--- src/verilog/rsb_defs.vh ---
// Constants for the reset sequencer with brown-out control
`ifndef RSB_DEFS_VH
`define RSB_DEFS_VH

// ----------------------------------------
// Register map (byte addresses)
// ----------------------------------------
`define RSB_ADDR_BROWNOUT_CONTROL 4'h0
`define RSB_ADDR_RESET_STATUS     4'h4

// ----------------------------------------
// Brownout control fields and reset value
// ----------------------------------------
`define RSB_BIT_SW_ENABLE         7
`define RSB_BIT_FAST_START        6
`define RSB_BIT_READY             0
`define RSB_SW_ENABLE_RESET       1'b1
`define RSB_FAST_START_RESET      1'b0

// ----------------------------------------
// Reset status fields
// ----------------------------------------
`define RSB_BIT_BROWNOUT_FLAG_N   0
`define RSB_BIT_TIMEOUT_N         1
`define RSB_BIT_POWERDOWN_N       2
`define RSB_BIT_RUNNING           3

// ----------------------------------------
// Brownout modes
// ----------------------------------------
`define RSB_MODE_ALWAYS_ON        2'b11
`define RSB_MODE_OFF_IN_SLEEP     2'b10
`define RSB_MODE_SOFTWARE         2'b01
`define RSB_MODE_OFF              2'b00

// ----------------------------------------
// Timing
// ----------------------------------------
`define RSB_CLK_HZ                20000000
`define RSB_LF_TICK_HZ            31000
`define RSB_PWRUP_DELAY_MS        64
`define RSB_PWRUP_TICKS           ((`RSB_PWRUP_DELAY_MS * `RSB_LF_TICK_HZ) / 1000)
`define RSB_PIN_RELEASE_CYCLES    10
`define RSB_FILTER_NS             1000
`define RSB_FILTER_CYCLES         ((`RSB_FILTER_NS * (`RSB_CLK_HZ / 1000000)) / 1000)
`define RSB_PIN_FILTER_CYCLES     4

// ----------------------------------------
// Bus responses
// ----------------------------------------
`define RSB_RESP_OKAY             2'b00
`define RSB_RESP_SLVERR           2'b10

`endif

--- src/verilog/rsb_reset_sequencer.v ---
// Reset sequencer: power-on, brownout, pin, watchdog and programming-exit reset control
// Function
// Power-up delay holds reset after power/brownout
// Delay timer enabled when disable_n bit cleared
// Delay counts only after power-on, brownout release; here it also runs after a watchdog timeout
// Two-bit field selects brownout mode
// Always-on: startup waits; sleep protected, no wake delay
// Off-in-sleep: startup and wake wait ready
// Software mode: no startup wait; sleep ignored
// Monitor disabled: release immediate, ready don't-care
// Brownout only after dip exceeds filter time
// Software enable bit 7, acts only mode 01
// Fast-start bit 6 acts in modes 10, 01
// Ready bit 0 read-only; bits 5..1 zero
// Low-power brownout ORed into brownout request
// Low-power brownout enabled by bit, erased state
// Low-power brownout sets same cause flag
// Pin enabled by programming bit or enable bit
// Filtered low pin holds reset; short pulses rejected
// Disabled pin is input, pull-up from software
// Watchdog timeout resets, updates status bits
// Programming exit repeats power-on sequence
// Run waits for delay timer and pin release
// Pin rising after delay: run 10 cycles later
// Brownout clears cause flag; software sets it
// Delay counter counts low-frequency ticks
`timescale 1ns/1ps
`include "rsb_defs.vh"

module rsb_reset_sequencer #(
	parameter PWRUP_TICKS    = `RSB_PWRUP_TICKS,
	parameter FILTER_CYCLES  = `RSB_FILTER_CYCLES,
	parameter PIN_FILTER     = `RSB_PIN_FILTER_CYCLES,
	parameter RELEASE_CYCLES = `RSB_PIN_RELEASE_CYCLES
) (
	input  wire        aclk,
	input  wire        aresetn,
	input  wire [3:0]  s_axi_awaddr,
	input  wire        s_axi_awvalid,
	output reg         s_axi_awready,
	input  wire [31:0] s_axi_wdata,
	input  wire [3:0]  s_axi_wstrb,
	input  wire        s_axi_wvalid,
	output reg         s_axi_wready,
	output reg  [1:0]  s_axi_bresp,
	output reg         s_axi_bvalid,
	input  wire        s_axi_bready,
	input  wire [3:0]  s_axi_araddr,
	input  wire        s_axi_arvalid,
	output reg         s_axi_arready,
	output reg  [31:0] s_axi_rdata,
	output reg  [1:0]  s_axi_rresp,
	output reg         s_axi_rvalid,
	input  wire        s_axi_rready,
	input  wire        power_on_reset,
	input  wire        program_mode,
	input  wire        supply_below_threshold,
	input  wire        brownout_circuit_ready,
	input  wire        low_power_brownout_trip,
	input  wire        external_reset_pin,
	input  wire        watchdog_timeout,
	input  wire        sleep_mode,
	input  wire        lf_tick,
	input  wire        sw_pullup_enable,
	input  wire [1:0]  brownout_mode_select,
	input  wire        powerup_delay_disable_n,
	input  wire        low_power_brownout,
	input  wire        external_reset_pin_enable,
	input  wire        low_voltage_programming,
	output reg         core_reset,
	output reg         brownout_reset,
	output reg         brownout_enable,
	output reg         bandgap_force_on,
	output reg         wake_hold,
	output reg         pin_pullup_enable,
	output reg         pin_gpio_input
);

	// ----------------------------------------
	// Sequencer states
	// ----------------------------------------
	localparam ST_HOLD    = 3'd0;
	localparam ST_DELAY   = 3'd1;
	localparam ST_PIN     = 3'd2;
	localparam ST_RELEASE = 3'd3;
	localparam ST_RUN     = 3'd4;

	reg [2:0]  state;
	reg [2:0]  next_state;
	reg [31:0] pwr_cnt;
	reg [15:0] flt_cnt;
	reg [7:0]  pin_cnt;
	reg [7:0]  rel_cnt;
	reg        pin_low_filt;
	reg        prog_q;
	reg        sw_enable;
	reg        fast_start;
	reg        brownout_flag_n;
	reg        timeout_n;
	reg        powerdown_n;
	reg [3:0]  aw_addr;
	reg        aw_have;
	reg [31:0] w_data;
	reg [3:0]  w_strb;
	reg        w_have;

	// ----------------------------------------
	// Mode decode
	// ----------------------------------------
	function mon_active;
		input [1:0] mode;
		input       sw_en;
		input       sleeping;
		begin
			case (mode)
				`RSB_MODE_ALWAYS_ON:    mon_active = 1'b1;
				`RSB_MODE_OFF_IN_SLEEP: mon_active = ~sleeping;
				`RSB_MODE_SOFTWARE:     mon_active = sw_en;
				default:                mon_active = 1'b0;
			endcase
		end
	endfunction

	wire mon_on    = mon_active(brownout_mode_select, sw_enable, sleep_mode);
	// Protection only starts once the comparator is ready
	wire bo_arm    = mon_on & brownout_circuit_ready;
	wire bo_dip    = bo_arm & supply_below_threshold;
	// Software mode never delays start-up on readiness or supply
	wire need_wait = (brownout_mode_select == `RSB_MODE_ALWAYS_ON) ||
	                 (brownout_mode_select == `RSB_MODE_OFF_IN_SLEEP);
	wire bo_ok     = ~need_wait | (brownout_circuit_ready & ~supply_below_threshold);
	wire pin_en    = low_voltage_programming | external_reset_pin_enable;
	wire lp_trip   = low_power_brownout & low_power_brownout_trip;
	wire bo_filt   = (flt_cnt >= FILTER_CYCLES[15:0]);
	wire bo_req    = (bo_dip & bo_filt) | lp_trip;
	wire prog_exit = prog_q & ~program_mode;
	wire por_req   = power_on_reset | program_mode | prog_exit;
	wire pin_hold  = pin_en & pin_low_filt;

	// ----------------------------------------
	// Filters
	// ----------------------------------------
	always @(posedge aclk) begin
		if (!aresetn) begin
			flt_cnt      <= 16'h0000;
			pin_cnt      <= 8'h00;
			pin_low_filt <= 1'b0;
			prog_q       <= 1'b0;
		end else begin
			prog_q <= program_mode;
			if (!bo_dip)
				flt_cnt <= 16'h0000;
			else if (!bo_filt)
				flt_cnt <= flt_cnt + 16'h0001;
			// Pin must hold one level for the filter length to change the state
			if (external_reset_pin == ~pin_low_filt)
				pin_cnt <= 8'h00;
			else if (pin_cnt >= PIN_FILTER[7:0] - 8'h01) begin
				pin_cnt      <= 8'h00;
				pin_low_filt <= ~external_reset_pin;
			end else
				pin_cnt <= pin_cnt + 8'h01;
		end
	end

	// ----------------------------------------
	// Start-up sequencer
	// ----------------------------------------
	always @* begin
		next_state = state;
		case (state)
			ST_HOLD:    if (!por_req && !bo_req && bo_ok)
					next_state = powerup_delay_disable_n ? ST_PIN : ST_DELAY;
			ST_DELAY:   if (pwr_cnt >= PWRUP_TICKS)
					next_state = ST_PIN;
			ST_PIN:     if (!pin_hold)
					next_state = ST_RELEASE;
			ST_RELEASE: if (rel_cnt >= RELEASE_CYCLES[7:0] - 8'h01)
					next_state = ST_RUN;
			ST_RUN:     if (pin_hold)
					next_state = ST_PIN;
			default:    next_state = ST_HOLD;
		endcase
		if (por_req || bo_req || watchdog_timeout)
			next_state = ST_HOLD;
		if (state == ST_RELEASE && pin_hold)
			next_state = ST_PIN;
	end

	always @(posedge aclk) begin
		if (!aresetn) begin
			state   <= ST_HOLD;
			pwr_cnt <= 32'h0000_0000;
			rel_cnt <= 8'h00;
		end else begin
			state <= next_state;
			// Delay runs independently of the pin
			if (state == ST_DELAY && lf_tick && pwr_cnt < PWRUP_TICKS)
				pwr_cnt <= pwr_cnt + 32'h0000_0001;
			else if (state == ST_HOLD)
				pwr_cnt <= 32'h0000_0000;
			if (state == ST_RELEASE)
				rel_cnt <= rel_cnt + 8'h01;
			else
				rel_cnt <= 8'h00;
		end
	end

	// ----------------------------------------
	// Outputs and status
	// ----------------------------------------
	always @(posedge aclk) begin
		if (!aresetn) begin
			core_reset        <= 1'b1;
			brownout_reset    <= 1'b0;
			brownout_enable   <= 1'b0;
			bandgap_force_on  <= 1'b0;
			wake_hold         <= 1'b0;
			pin_pullup_enable <= 1'b1;
			pin_gpio_input    <= 1'b0;
			timeout_n         <= 1'b1;
			powerdown_n       <= 1'b1;
		end else begin
			core_reset      <= (next_state != ST_RUN);
			brownout_reset  <= bo_req;
			brownout_enable <= mon_on;
			bandgap_force_on <= fast_start &&
				(brownout_mode_select == `RSB_MODE_OFF_IN_SLEEP ||
				 brownout_mode_select == `RSB_MODE_SOFTWARE);
			// Wake waits for readiness only in off-in-sleep mode, whether or not sleep is active
			wake_hold <= (brownout_mode_select == `RSB_MODE_OFF_IN_SLEEP) &
				~brownout_circuit_ready;
			pin_pullup_enable <= pin_en | sw_pullup_enable;
			pin_gpio_input    <= ~pin_en;
			if (por_req) begin
				timeout_n   <= 1'b1;
				powerdown_n <= 1'b1;
			end else if (watchdog_timeout) begin
				timeout_n   <= 1'b0;
				powerdown_n <= ~sleep_mode;
			end
		end
	end

	// ----------------------------------------
	// Register bus
	// ----------------------------------------
	wire wr_fire = aw_have && w_have && !s_axi_bvalid;

	always @(posedge aclk) begin
		if (!aresetn) begin
			s_axi_awready   <= 1'b1;
			s_axi_wready    <= 1'b1;
			s_axi_bvalid    <= 1'b0;
			s_axi_bresp     <= `RSB_RESP_OKAY;
			s_axi_arready   <= 1'b1;
			s_axi_rvalid    <= 1'b0;
			s_axi_rresp     <= `RSB_RESP_OKAY;
			s_axi_rdata     <= 32'h0000_0000;
			aw_have         <= 1'b0;
			aw_addr         <= 4'h0;
			w_have          <= 1'b0;
			w_data          <= 32'h0000_0000;
			w_strb          <= 4'h0;
			sw_enable       <= `RSB_SW_ENABLE_RESET;
			fast_start      <= `RSB_FAST_START_RESET;
			brownout_flag_n <= 1'b0;
		end else begin
			if (s_axi_awvalid && s_axi_awready) begin
				aw_have       <= 1'b1;
				aw_addr       <= s_axi_awaddr;
				s_axi_awready <= 1'b0;
			end
			if (s_axi_wvalid && s_axi_wready) begin
				w_have       <= 1'b1;
				w_data       <= s_axi_wdata;
				w_strb       <= s_axi_wstrb;
				s_axi_wready <= 1'b0;
			end
			if (wr_fire) begin
				aw_have      <= 1'b0;
				w_have       <= 1'b0;
				s_axi_bvalid <= 1'b1;
				s_axi_bresp  <= `RSB_RESP_OKAY;
				if (aw_addr == `RSB_ADDR_BROWNOUT_CONTROL) begin
					if (w_strb[0]) begin
						sw_enable  <= w_data[`RSB_BIT_SW_ENABLE];
						fast_start <= w_data[`RSB_BIT_FAST_START];
					end
				end else if (aw_addr == `RSB_ADDR_RESET_STATUS) begin
					if (w_strb[0] && w_data[`RSB_BIT_BROWNOUT_FLAG_N])
						brownout_flag_n <= 1'b1;
				end else
					s_axi_bresp <= `RSB_RESP_SLVERR;
			end
			// Hardware clear wins over a software set in the same cycle
			if (bo_req)
				brownout_flag_n <= 1'b0;
			if (s_axi_bvalid && s_axi_bready) begin
				s_axi_bvalid  <= 1'b0;
				s_axi_awready <= 1'b1;
				s_axi_wready  <= 1'b1;
			end
			if (s_axi_arvalid && s_axi_arready) begin
				s_axi_arready <= 1'b0;
				s_axi_rvalid  <= 1'b1;
				s_axi_rresp   <= `RSB_RESP_OKAY;
				s_axi_rdata   <= 32'h0000_0000;
				if (s_axi_araddr == `RSB_ADDR_BROWNOUT_CONTROL) begin
					s_axi_rdata[`RSB_BIT_SW_ENABLE]  <= sw_enable;
					s_axi_rdata[`RSB_BIT_FAST_START] <= fast_start;
					s_axi_rdata[`RSB_BIT_READY]      <= bo_arm;
				end else if (s_axi_araddr == `RSB_ADDR_RESET_STATUS) begin
					s_axi_rdata[`RSB_BIT_BROWNOUT_FLAG_N] <= brownout_flag_n;
					s_axi_rdata[`RSB_BIT_TIMEOUT_N]       <= timeout_n;
					s_axi_rdata[`RSB_BIT_POWERDOWN_N]     <= powerdown_n;
					s_axi_rdata[`RSB_BIT_RUNNING]         <= (state == ST_RUN);
				end else
					s_axi_rresp <= `RSB_RESP_SLVERR;
			end
			if (s_axi_rvalid && s_axi_rready) begin
				s_axi_rvalid  <= 1'b0;
				s_axi_arready <= 1'b1;
			end
		end
	end

endmodule // rsb_reset_sequencer

--- config.mk ---
export PLATFORM = sky130hd
export DESIGN_NAME = rsb_reset_sequencer
export DESIGN_NICKNAME = d
export VERILOG_FILES = /design/src/verilog/rsb_reset_sequencer.v
export VERILOG_INCLUDE_DIRS = /design/src /design/src/verilog
export SDC_FILE = /design/constraint.sdc
export NUM_CORES = 1
export LEC_CHECK = 0
export BUFFER_PORTS_ARGS = -buffer_cell sky130_fd_sc_hd__buf_4
export CORE_MARGIN = 10
export CORE_UTILIZATION = 45
export CTS_BUF_LIST = sky130_fd_sc_hd__clkbuf_8
export DETAILED_ROUTE_END_ITERATION = 8
export PLACE_DENSITY = 0.75
export SLEW_MARGIN = 40
export SYNTH_ARGS = -nofsm -noshare
export SYNTH_HDL_FRONTEND = slang
export SYNTH_SLANG_ARGS = --single-unit
--- constraint.sdc ---
create_clock -name aclk -period 4.5 [get_ports aclk]
set_input_delay 0.45 -clock aclk [delete_from_list [all_inputs] [get_ports aclk]]
set_output_delay 0.45 -clock aclk [all_outputs]
set_load 0.05 [all_outputs]
* Word-level counts from Yosys, hierarchy flattened
Index checks and enable logic that the tools add are counted.
** Word-level totals
- Logic and storage cells :: 133
- Bits in writable memories :: 0
- Latch bits :: 0
- Flip-flop bits (word level) :: 111
- ROM bits :: 0
- Memories kept :: 0
** Cells by class
- Add/sub/neg operators :: 4
- Order comparisons :: 5
- Multipliers :: 0
- Equal/unequal tests :: 11
- Shift-type cells :: 0
- Reductions and logical operators :: 36
- Mux-type cells :: 20
- Bitwise operators :: 25
- Div/mod/pow operators :: 0
** Operators by type and width (count)
- 32-bit 2-to-1 mux :: 2
- 32-bit by 1-bit adder with 32-bit output (second input constant) :: 1
- 32-bit by 11-bit greater-or-equal comparator with 1-bit output (second input constant) :: 1
- 32-bit by 11-bit < comparator with 1-bit output (second input constant) :: 1
- 3-bit 2-to-1 mux :: 8
- 16-bit by 1-bit adder with 16-bit output (second input constant) :: 1
- 8-bit by 1-bit adder with 8-bit output (second input constant) :: 2
- 16-bit by 5-bit greater-or-equal comparator with 1-bit output (second input constant) :: 1
- 3-bit case mux with 5 select lines :: 1
- 1-bit logical AND :: 14
- 2-bit 2-to-1 mux :: 6
- 1-bit inverter :: 11
- 2-bit OR reduction :: 5
- 1-bit AND :: 8
- 4-bit by 3-bit equality test with 1-bit output (second input constant) :: 2
- 8-bit by 2-bit greater-or-equal comparator with 1-bit output (second input constant) :: 1
- 8-bit by 4-bit greater-or-equal comparator with 1-bit output (second input constant) :: 1
- 4-bit zero test :: 2
- 3-bit by 2-bit equality test with 1-bit output (second input constant) :: 2
- 1-bit bitwise OR :: 6
- 2-bit AND reduction :: 3
- 2-bit equality test (second input constant) :: 2
- 1-bit logical OR :: 4
- 4-bit 2-to-1 mux :: 1
- 13 further kinds :: 15

* Logic depth before layout (Yosys ltp)
Gate-level depths: netlist (run 1).
- Depth after elaboration :: 14
- Mapped depth :: 7
- Mapped depth without buffers :: 7

* Worst setup path before layout (run 1)
Ideal clock, no wire load.
- Path kind :: register to register
- Start :: reg s_axi_arready
- End :: reg s_axi_rdata[6]
- Setup slack :: 2.631 ns
- Arrival :: 1.803 ns
- Path buffers :: 0
- Required time :: 4.434 ns
- Library setup time :: 0.066 ns
- Period minus slack after synthesis :: 1.869 ns
- Cell stages (with the launch flop) :: 6
- Path through :: dfxtp_1 nand2_1 nor4_1 nor2b_1 a22oi_1 nor2_1
** Between the ends
- Cells in the longest elaborated chain, start to end :: 1
** RTL lines
- start: declaration :: RTL line rsb_reset_sequencer.v:50 : output reg s_axi_arready,
- start signal: assignment :: RTL line rsb_reset_sequencer.v:256 : s_axi_arready <= 1'b1;
- start signal: assignment :: RTL line rsb_reset_sequencer.v:305 : s_axi_arready <= 1'b0;
- start signal: assignment :: RTL line rsb_reset_sequencer.v:323 : s_axi_arready <= 1'b1;
- 1-bit logical AND :: RTL line rsb_reset_sequencer.v:304 : if (s_axi_arvalid && s_axi_arready) begin
- end signal: indexed assignment :: RTL line rsb_reset_sequencer.v:310 : s_axi_rdata[`RSB_BIT_SW_ENABLE] <= sw_enable;
- end signal: indexed assignment :: RTL line rsb_reset_sequencer.v:311 : s_axi_rdata[`RSB_BIT_FAST_START] <= fast_start;
- end signal: indexed assignment :: RTL line rsb_reset_sequencer.v:312 : s_axi_rdata[`RSB_BIT_READY] <= bo_arm;
- end: declaration :: RTL line rsb_reset_sequencer.v:51 : output reg [31:0] s_axi_rdata,
Every way passes these cells.
A chain may end at the register's enable or synchronous reset.

* Worst setup path after layout (run 1)
- Start :: in brownout_mode_select[0]
- End :: reg state[0]
** Between the ends
- Cells in the longest elaborated chain, start to end :: 13
- Elaborated cells on any way between the ends :: 20
- Classes of those cells :: 3 x eq/ne; 5 x mux; 6 x bitwise; 6 x reduce/logical
** RTL lines
- start: declaration :: RTL line rsb_reset_sequencer.v:65 : input wire [1:0] brownout_mode_select,
- 2-bit by 1-bit equality test with 1-bit output or 2-bit equality test (tied branches) :: RTL line rsb_reset_sequencer.v:115 : case (mode)
- 1-bit case mux with 3 select lines :: RTL line rsb_reset_sequencer.v:115
- 1-bit AND :: RTL line rsb_reset_sequencer.v:126 : wire bo_arm = mon_on & brownout_circuit_ready;
- 1-bit AND :: RTL line rsb_reset_sequencer.v:127 : wire bo_dip = bo_arm & supply_below_threshold;
- 1-bit AND :: RTL line rsb_reset_sequencer.v:135 : wire bo_req = (bo_dip & bo_filt) | lp_trip;
- 1-bit bitwise OR :: RTL line rsb_reset_sequencer.v:135
- 1-bit zero test :: RTL line rsb_reset_sequencer.v:172 : ST_HOLD: if (!por_req && !bo_req && bo_ok)
- 1-bit logical AND (2 in a row) :: RTL line rsb_reset_sequencer.v:172
- 3-bit 2-to-1 mux :: RTL line rsb_reset_sequencer.v:172
- 3-bit case mux with 5 select lines :: RTL line rsb_reset_sequencer.v:171 : case (state)
- 3-bit 2-to-1 mux (*) :: RTL line rsb_reset_sequencer.v:184 : if (por_req || bo_req || watchdog_timeout)
- 3-bit 2-to-1 mux (*) :: RTL line rsb_reset_sequencer.v:186 : if (state == ST_RELEASE && pin_hold)
- end signal: assignment :: RTL line rsb_reset_sequencer.v:196 : state <= next_state;
- end: declaration :: RTL line rsb_reset_sequencer.v:88 : reg [2:0] state;
Every way passes the cells marked *; elsewhere a longest branch is shown, timed or not.

==> impl_metrics.xml, run 1 <==
<?xml version="1.0" encoding="UTF-8"?>
<metrics>
  <group name="status">
    <metric name="result_of_the_run" unit="">complete, no violations</metric>
  </group>
  <group name="final_layout">
    <metric name="multiInputGateArea" unit="µm²">1913</metric>
    <metric name="most-common-layout-cells" unit="">104 x dfxtp_1, 55 x buf_4, 39 x nor2_1</metric>
    <metric name="regArea" unit="µm²">2082</metric>
    <metric name="n_antenna_cell" unit="">0</metric>
    <metric name="area_growth_syn_to_layout" unit="%">13.50</metric>
    <metric name="layout_commonest_cell" unit="">dfxtp_1</metric>
    <metric name="postLayoutCoreUtil" unit="%">52.04</metric>
    <metric name="num-nets-final" unit="">586</metric>
    <metric name="final.fill_count" unit="">826</metric>
    <metric name="drive_above_1_share" unit="%">16.80</metric>
  </group>
  <group name="route">
    <metric name="drt_first_pass_iters" unit="">4</metric>
    <metric name="drc" unit="">0</metric>
    <metric name="ant_nets_after_route" unit="">0</metric>
    <metric name="routed_wirelength" unit="µm">8571</metric>
    <metric name="drtIter0Drc" unit="">141</metric>
    <metric name="vias" unit="">3147</metric>
    <metric name="viasPerCell" unit="">5.051</metric>
    <metric name="wl_per_cell" unit="µm">13.76</metric>
  </group>
  <group name="global_route">
    <metric name="overflow" unit="">0</metric>
    <metric name="global_route.usage.total" unit="%">12.85</metric>
    <metric name="initial_antenna_violation_count" unit="">0</metric>
    <metric name="grt_first_pass_wirelength" unit="µm">14170</metric>
    <metric name="grt_pass1_vias" unit="">3149</metric>
    <metric name="grt_max_degree" unit="">43</metric>
  </group>
  <group name="power">
    <metric name="power.internal" unit="W">0.001178</metric>
    <metric name="powerDensity" unit="nW/µm²">336.7</metric>
    <metric name="power.combinational.fraction" unit="%">10.2</metric>
    <metric name="power_switching_share" unit="%">26.91</metric>
    <metric name="power_frac_seq" unit="%">58.8</metric>
    <metric name="max-vdd-ir-drop" unit="mV">0.2385</metric>
    <metric name="leakagePower" unit="nW">2.107</metric>
    <metric name="netSwitchingPower" unit="W">0.0004336</metric>
    <metric name="power.clock.fraction" unit="%">31.0</metric>
  </group>
  <group name="clock_network">
    <metric name="tritoncts_clock_tree" unit="">yes</metric>
    <metric name="cts-root-to-sink-buffers" unit="">2</metric>
    <metric name="htree_levels" unit="">3</metric>
    <metric name="cts_setup_buffers" unit="">0</metric>
    <metric name="hold_buffers" unit="">0</metric>
    <metric name="clock_tree.root_cell" unit="">clkbuf_8</metric>
    <metric name="worstSkewPairLatency" unit="ns">0.36</metric>
    <metric name="clock_sink_count" unit="">104</metric>
    <metric name="cts_repair_resized_insts" unit="">0</metric>
    <metric name="numCtsBuffers" unit="">9</metric>
    <metric name="clk_transition_reported_paths" unit="ns">0.09</metric>
  </group>
  <group name="timing">
    <metric name="slew_violations" unit="">0</metric>
    <metric name="report.final.setup_viol" unit="">0</metric>
    <metric name="final.setup.tns" unit="ns">0</metric>
    <metric name="timing_worst_slew_pin_value" unit="ns">0.6266</metric>
    <metric name="final.min_clock_period" unit="ns">2.048</metric>
    <metric name="max_slew_margin" unit="%">57.98</metric>
    <metric name="finalClockSkew" unit="ns">0.006790</metric>
    <metric name="final_hold_viol_count" unit="">0</metric>
    <metric name="share_of_the_clock_period_used_by_the_worst_path_after_layout" unit="%">45.52</metric>
    <metric name="grt_setup_unrepaired" unit="">no</metric>
    <metric name="max_freq" unit="GHz">0.4882</metric>
  </group>
  <group name="die">
    <metric name="top_level_ports" unit="">115</metric>
    <metric name="die_y" unit="µm">116.8</metric>
    <metric name="row_count" unit="">35</metric>
    <metric name="floorplan.die_area" unit="µm²">13640</metric>
    <metric name="fp.dieW" unit="µm">116.8</metric>
    <metric name="initial_core_util" unit="%">45.85</metric>
    <metric name="core_region_area" unit="µm²">9196</metric>
  </group>
  <group name="synthesis">
    <metric name="post_synth_num_cell_types" unit="">51</metric>
    <metric name="syn_area_per_cell" unit="µm²">9.349</metric>
    <metric name="ys_dominant_reg_cell" unit="">dfxtp_1</metric>
    <metric name="synth-async-reset-ratio" unit="%">0</metric>
    <metric name="synth_seq_area_share" unit="%">49.38</metric>
    <metric name="ys.warnings.count" unit="">0</metric>
    <metric name="yosys_register_bits" unit="">104</metric>
    <metric name="post_synth_inst_count" unit="">451</metric>
    <metric name="syn_area" unit="µm²">4217</metric>
    <metric name="synth-edff-count" unit="">0</metric>
  </group>
  <group name="placement">
    <metric name="port_buffers" unit="">54</metric>
    <metric name="detailedPlacementHpwl" unit="µm">6387</metric>
    <metric name="routabilityCongestion" unit="">0.8059</metric>
  </group>
  <group name="worst_setup_path">
    <metric name="crit_fanout" unit="">4</metric>
    <metric name="ff2ff_setup_slack" unit="ns">2.49</metric>
    <metric name="worst-endpoint-required" unit="ns">4.74</metric>
    <metric name="type_of_destination_of_the_critical_path" unit="">register</metric>
    <metric name="setup.worst_path.class" unit="">in2reg</metric>
    <metric name="crit_arrival" unit="ns">2.29</metric>
    <metric name="startpoint_kind_of_the_worst_setup_timing_path" unit="">primary input</metric>
  </group>
  <group name="flow_run">
    <metric name="cap_violations" unit="">0</metric>
  </group>
  <group name="worst_hold_path">
    <metric name="hold_path.class" unit="">in2reg</metric>
  </group>
</metrics>
## routing by layer
| layer | share of wire (%) | GRT usage [%] | up-vias |
|---|---|---|---|
| li1 | - | - | 1617 |
| met1 | 45 | 15.42 | 1430 |
| met5 | 0 | 0 | - |
| met4 | 1.0 | 3.542 | 0 |
| met3 | 9.5 | 5.556 | 9 |
| met2 | 44 | 20.55 | 91 |
## path summary, 6_finish.rpt
kind | start | endpoint | cells after the start
max | brownout_mode_select[0] | state[0] | 8
min | low_voltage_programming | pin_gpio_input | 2
max reg2reg | sw_enable | state[0] | 5
min reg2reg | pin_cnt[0] | pin_cnt[0] | 1
## logic make-up after synthesis
group	synth area share, %
buf+inv	8.546
xor+xnor	2.285
other cells	0.08894
flops	49.38
compound gates	9.911
simple gates	24.75
fa+ha+maj	3.561
mux	1.484
## flip-flops by register name, summed over array words and instances (netlist names), 3 cells and up
name and count:
aw_addr 4, flt_cnt 16, pin_cnt 8, pwr_cnt 32, rel_cnt 8, s_axi_rdata 6, state 3, w_data 3
## power groups by stage
stage	logic (W)	registers (W)	clock network (W)
global route	0.000177	0.000950	0.000560
detailed placement	0.000164	0.000968	0
CTS	0.000164	0.000947	0.000516
floorplan	0.000111	0.000988	0
global placement	0.000161	0.000968	0
finish	0.000165	0.000947	0.000499
## stage by stage
stage               setup slack, ns  hold slack [ns]  cells  power (W)  instance area, µm²
finish                        2.452           0.2631    623   0.001611                4786
floorplan                     2.631           0.3987    484   0.001099                4340
global placement              2.193           0.4069    607   0.001129                4607
global route                  2.270           0.2429    623   0.001686                4786
detailed placement            2.089           0.4112    607   0.001132                4616
CTS                           2.484           0.2469    623   0.001627                4780
## critical path, stage by stage
cell	delay (ns)
buf_4	0.12
inv_1	0.08
ha_1	0.19
nand2b_1	0.09
a211oi_1	0.54
a32oi_1	0.37
and2_1	0.29
nor4b_2	0.16
## synth_stat cells, drive strengths merged, types with 2 or more instances
| library cell | count | area share, % |
|---|---|---|
| a41oi | 2 | 0.42 |
| a32oi | 4 | 0.83 |
| nor2 | 39 | 3.5 |
| a211oi | 3 | 0.53 |
| nand2b | 4 | 0.59 |
| o2111ai | 2 | 0.42 |
| nor3 | 10 | 1.2 |
| mux2 | 2 | 0.53 |
| a31oi | 3 | 0.45 |
| nor4 | 11 | 2.8 |
| mux2i | 4 | 0.95 |
| xnor2 | 5 | 1.0 |
| inv | 20 | 1.8 |
| o22ai | 2 | 0.30 |
| and2 | 15 | 2.2 |
| buf | 31 | 5.7 |
| nand3 | 18 | 2.1 |
| and4 | 2 | 0.42 |
| dfxtp | 104 | 49 |
| a41o | 2 | 0.47 |
| nor4b | 2 | 0.71 |
| nand2 | 37 | 3.3 |
| clkbuf | 12 | 1.1 |
| xor2 | 6 | 1.2 |
| or2 | 2 | 0.30 |
| ha | 12 | 3.6 |
| nor3b | 2 | 0.36 |
| and3 | 31 | 4.6 |
| nand4 | 8 | 1.3 |
| a22oi | 4 | 0.71 |
| o21ai | 15 | 1.9 |
| a21oi | 22 | 2.6 |
| nor2b | 4 | 0.59 |
## layout make-up
| type | instances | share of cell area (%) |
|---|---|---|
| multi-input cells | 317 | 39.97 |
| well taps | 111 | 2.902 |
| clock inverters | 7 | 0.8366 |
| flip-flops and latches | 104 | 43.50 |
| inverters | 20 | 1.569 |
| repair buffers | 55 | 8.627 |
| clock buffers | 9 | 2.588 |
(Power assumes the default switching activity.)
==> run 2: changes to the inputs <==
- clock period: 4.5 -> 1.96 ns (I/O delays scaled with it)
==> impl_metrics.xml, run 2 (synthesis results as in run 1) <==
<?xml version="1.0" encoding="UTF-8"?>
<metrics>
  <group name="placement">
    <metric name="post_dp_area" unit="µm²">4687</metric>
    <metric name="detailedPlacementHpwl" unit="µm">6611</metric>
    <metric name="port_buffers" unit="">54</metric>
    <metric name="routabilityCongestion" unit="">0.8219</metric>
  </group>
  <group name="clock_network">
    <metric name="cts-root-to-sink-buffers" unit="">2</metric>
    <metric name="clock_sink_count" unit="">104</metric>
    <metric name="clock_tree.root_cell" unit="">clkbuf_8</metric>
    <metric name="worstSkewPairLatency" unit="ns">0.37</metric>
    <metric name="clk_transition_reported_paths" unit="ns">0.10</metric>
    <metric name="numCtsBuffers" unit="">9</metric>
    <metric name="htree_levels" unit="">3</metric>
    <metric name="tritoncts_clock_tree" unit="">yes</metric>
  </group>
  <group name="power">
    <metric name="leakagePower" unit="nW">2.186</metric>
    <metric name="max-vdd-ir-drop" unit="mV">0.4776</metric>
    <metric name="powerDensity" unit="nW/µm²">790.8</metric>
    <metric name="totalPowerFinal" unit="W">0.003910</metric>
  </group>
  <group name="global_route">
    <metric name="grt_pass1_vias" unit="">3146</metric>
    <metric name="grt_first_pass_wirelength" unit="µm">14610</metric>
    <metric name="grt-busiest-layer" unit="">met2</metric>
    <metric name="global_route_track_usage_on_met2" unit="%">20.88</metric>
    <metric name="globalRouteMet3Util" unit="%">6.116</metric>
    <metric name="grt_max_degree" unit="">35</metric>
    <metric name="overflow" unit="">0</metric>
    <metric name="initial_antenna_violation_count" unit="">0</metric>
    <metric name="global_route.usage.total" unit="%">13.22</metric>
    <metric name="grt.met1_usage" unit="%">16.03</metric>
  </group>
  <group name="final_layout">
    <metric name="n_antenna_cell" unit="">0</metric>
    <metric name="multiInputGateArea" unit="µm²">1919</metric>
    <metric name="largest_register_ff_count" unit="">32</metric>
    <metric name="regMostFlops" unit="">pwr_cnt</metric>
    <metric name="reg.largest.list" unit="">pwr_cnt x32, flt_cnt x16</metric>
    <metric name="area_growth_syn_to_layout" unit="%">17.27</metric>
    <metric name="num-nets-final" unit="">598</metric>
    <metric name="regArea" unit="µm²">2082</metric>
    <metric name="drive_above_1_share" unit="%">18.32</metric>
    <metric name="layout_commonest_cell" unit="">dfxtp_1</metric>
    <metric name="most-common-layout-cells" unit="">104 x dfxtp_1, 63 x buf_4, 39 x nor2_1</metric>
    <metric name="final.fill_count" unit="">844</metric>
    <metric name="final_area" unit="µm²">4945</metric>
  </group>
  <group name="timing">
    <metric name="report.final.setup_viol" unit="">0</metric>
    <metric name="finalClockSkew" unit="ns">0.01411</metric>
    <metric name="max_slew_margin" unit="%">67.08</metric>
    <metric name="slew_violations" unit="">0</metric>
    <metric name="hold-worst-slack" unit="ns">0.04627</metric>
    <metric name="share_of_the_clock_period_used_by_the_worst_path_after_layout" unit="%">91.23</metric>
    <metric name="final_hold_viol_count" unit="">0</metric>
    <metric name="final.min_clock_period" unit="ns">1.788</metric>
    <metric name="grt_setup_unrepaired" unit="">no</metric>
    <metric name="timing_worst_slew_pin_value" unit="ns">0.4906</metric>
    <metric name="max_freq" unit="GHz">0.5592</metric>
    <metric name="final.setup.tns" unit="ns">0</metric>
  </group>
  <group name="worst_setup_path">
    <metric name="startpoint_kind_of_the_worst_setup_timing_path" unit="">register</metric>
    <metric name="r2r_cells" unit="">5</metric>
    <metric name="worst_r2r_endpoint" unit="">state[0]</metric>
    <metric name="crit_arrival" unit="ns">2.06</metric>
    <metric name="critical_path.reg2reg.startpoint" unit="">flt_cnt[14]</metric>
    <metric name="crit_fanout" unit="">3</metric>
    <metric name="worst-endpoint-required" unit="ns">2.23</metric>
    <metric name="setup.worst_path.class" unit="">reg2reg</metric>
    <metric name="ff2ff_setup_slack" unit="ns">0.17</metric>
    <metric name="type_of_destination_of_the_critical_path" unit="">register</metric>
  </group>
  <group name="route">
    <metric name="drtIter0Drc" unit="">134</metric>
    <metric name="ant_nets_after_route" unit="">0</metric>
    <metric name="viasPerCell" unit="">5.096</metric>
    <metric name="routed_wirelength" unit="µm">8825</metric>
    <metric name="drt_first_pass_iters" unit="">4</metric>
    <metric name="wl_per_cell" unit="µm">13.90</metric>
    <metric name="drc" unit="">0</metric>
    <metric name="vias" unit="">3236</metric>
  </group>
  <group name="worst_hold_path">
    <metric name="hold_path_startpoint" unit="">s_axi_rready</metric>
    <metric name="worst_hold_path.endpoint" unit="">s_axi_arready</metric>
    <metric name="hold_path.class" unit="">in2reg</metric>
    <metric name="min_delay_path_depth" unit="">2</metric>
  </group>
  <group name="die">
    <metric name="initial_core_util" unit="%">45.85</metric>
    <metric name="core_region_area" unit="µm²">9196</metric>
    <metric name="top_level_ports" unit="">115</metric>
    <metric name="floorplan.die_area" unit="µm²">13640</metric>
    <metric name="row_count" unit="">35</metric>
    <metric name="die_y" unit="µm">116.8</metric>
    <metric name="fp.dieW" unit="µm">116.8</metric>
  </group>
  <group name="flow_run">
    <metric name="cap_violations" unit="">0</metric>
  </group>
  <group name="status">
    <metric name="result_of_the_run" unit="">complete, no violations</metric>
  </group>
</metrics>
## run 2: final cells by class
| cell class | instances | share of cell area (%) |
|---|---|---|
| Sequential cell | 104 | 42.11 |
| Multi-Input combinational cell | 317 | 38.82 |
| Timing Repair Buffer | 67 | 10.58 |
| Tap cell | 111 | 2.809 |
| Clock buffer | 9 | 2.505 |
| Clock inverter | 7 | 1.670 |
| Inverter | 20 | 1.518 |
## run 2: power by group
part	total (W)	internal (W)	switching [W]
sequential	0.00217	0.00215	0.0000248
clock	0.00134	0.000603	0.000738
combinational	0.000395	0.000116	0.000279
## run 2: per-layer routing
layer / wire [µm] / part of all wire, %
met4: 90 / 1.0
met3: 868 / 9.8
met1: 3930 / 45
met2: 3935 / 45
met5: 0 / 0
## run 2: worst max path at each step
| stage | endpoint | cells after the start | slack (ns) | start |
|---|---|---|---|---|
| 2_1_floorplan | s_axi_rdata[6] | 5 | 0.09 | s_axi_arready |
| 3_3_place_gp | pwr_cnt[7] | 5 | 0.15 | pwr_cnt[17] |
| 3_5_place_dp | pwr_cnt[7] | 5 | 0.08 | pwr_cnt[17] |
| 4_1_cts | pwr_cnt[7] | 5 | 0.06 | pwr_cnt[17] |
| 5_1_grt | pwr_cnt[7] | 5 | 0.02 | pwr_cnt[31] |
| 6_report | state[0] | 5 | 0.17 | flt_cnt[14] |
## run 2: through the flow
stage	setup WS, ns	util [%]	std cells
6_report	0.1718	53.77	635
3_3_place_gp	0.1475	50.97	616
4_1_cts	0.06300	53.54	635
5_1_grt	0.01657	53.77	635
3_5_place_dp	0.07877	50.97	616
2_1_floorplan	0.09124	-	484
## run 2: critical path: stages (launching register included)
cell and delay, ns:
dfxtp_1 0.32, nor4_1 0.39, nand4_1 0.20, a32oi_2 0.34
and2_1 0.22, nor4b_2 0.23
## run 2: what timing repair did
item                                   4_1_cts  5_1_grt
setup buffers                                0        0
endpoints found under the hold margin        2        0
setup endpoints to repair                    0        8
gates resized for setup                      0        3
hold buffers                                 3        0
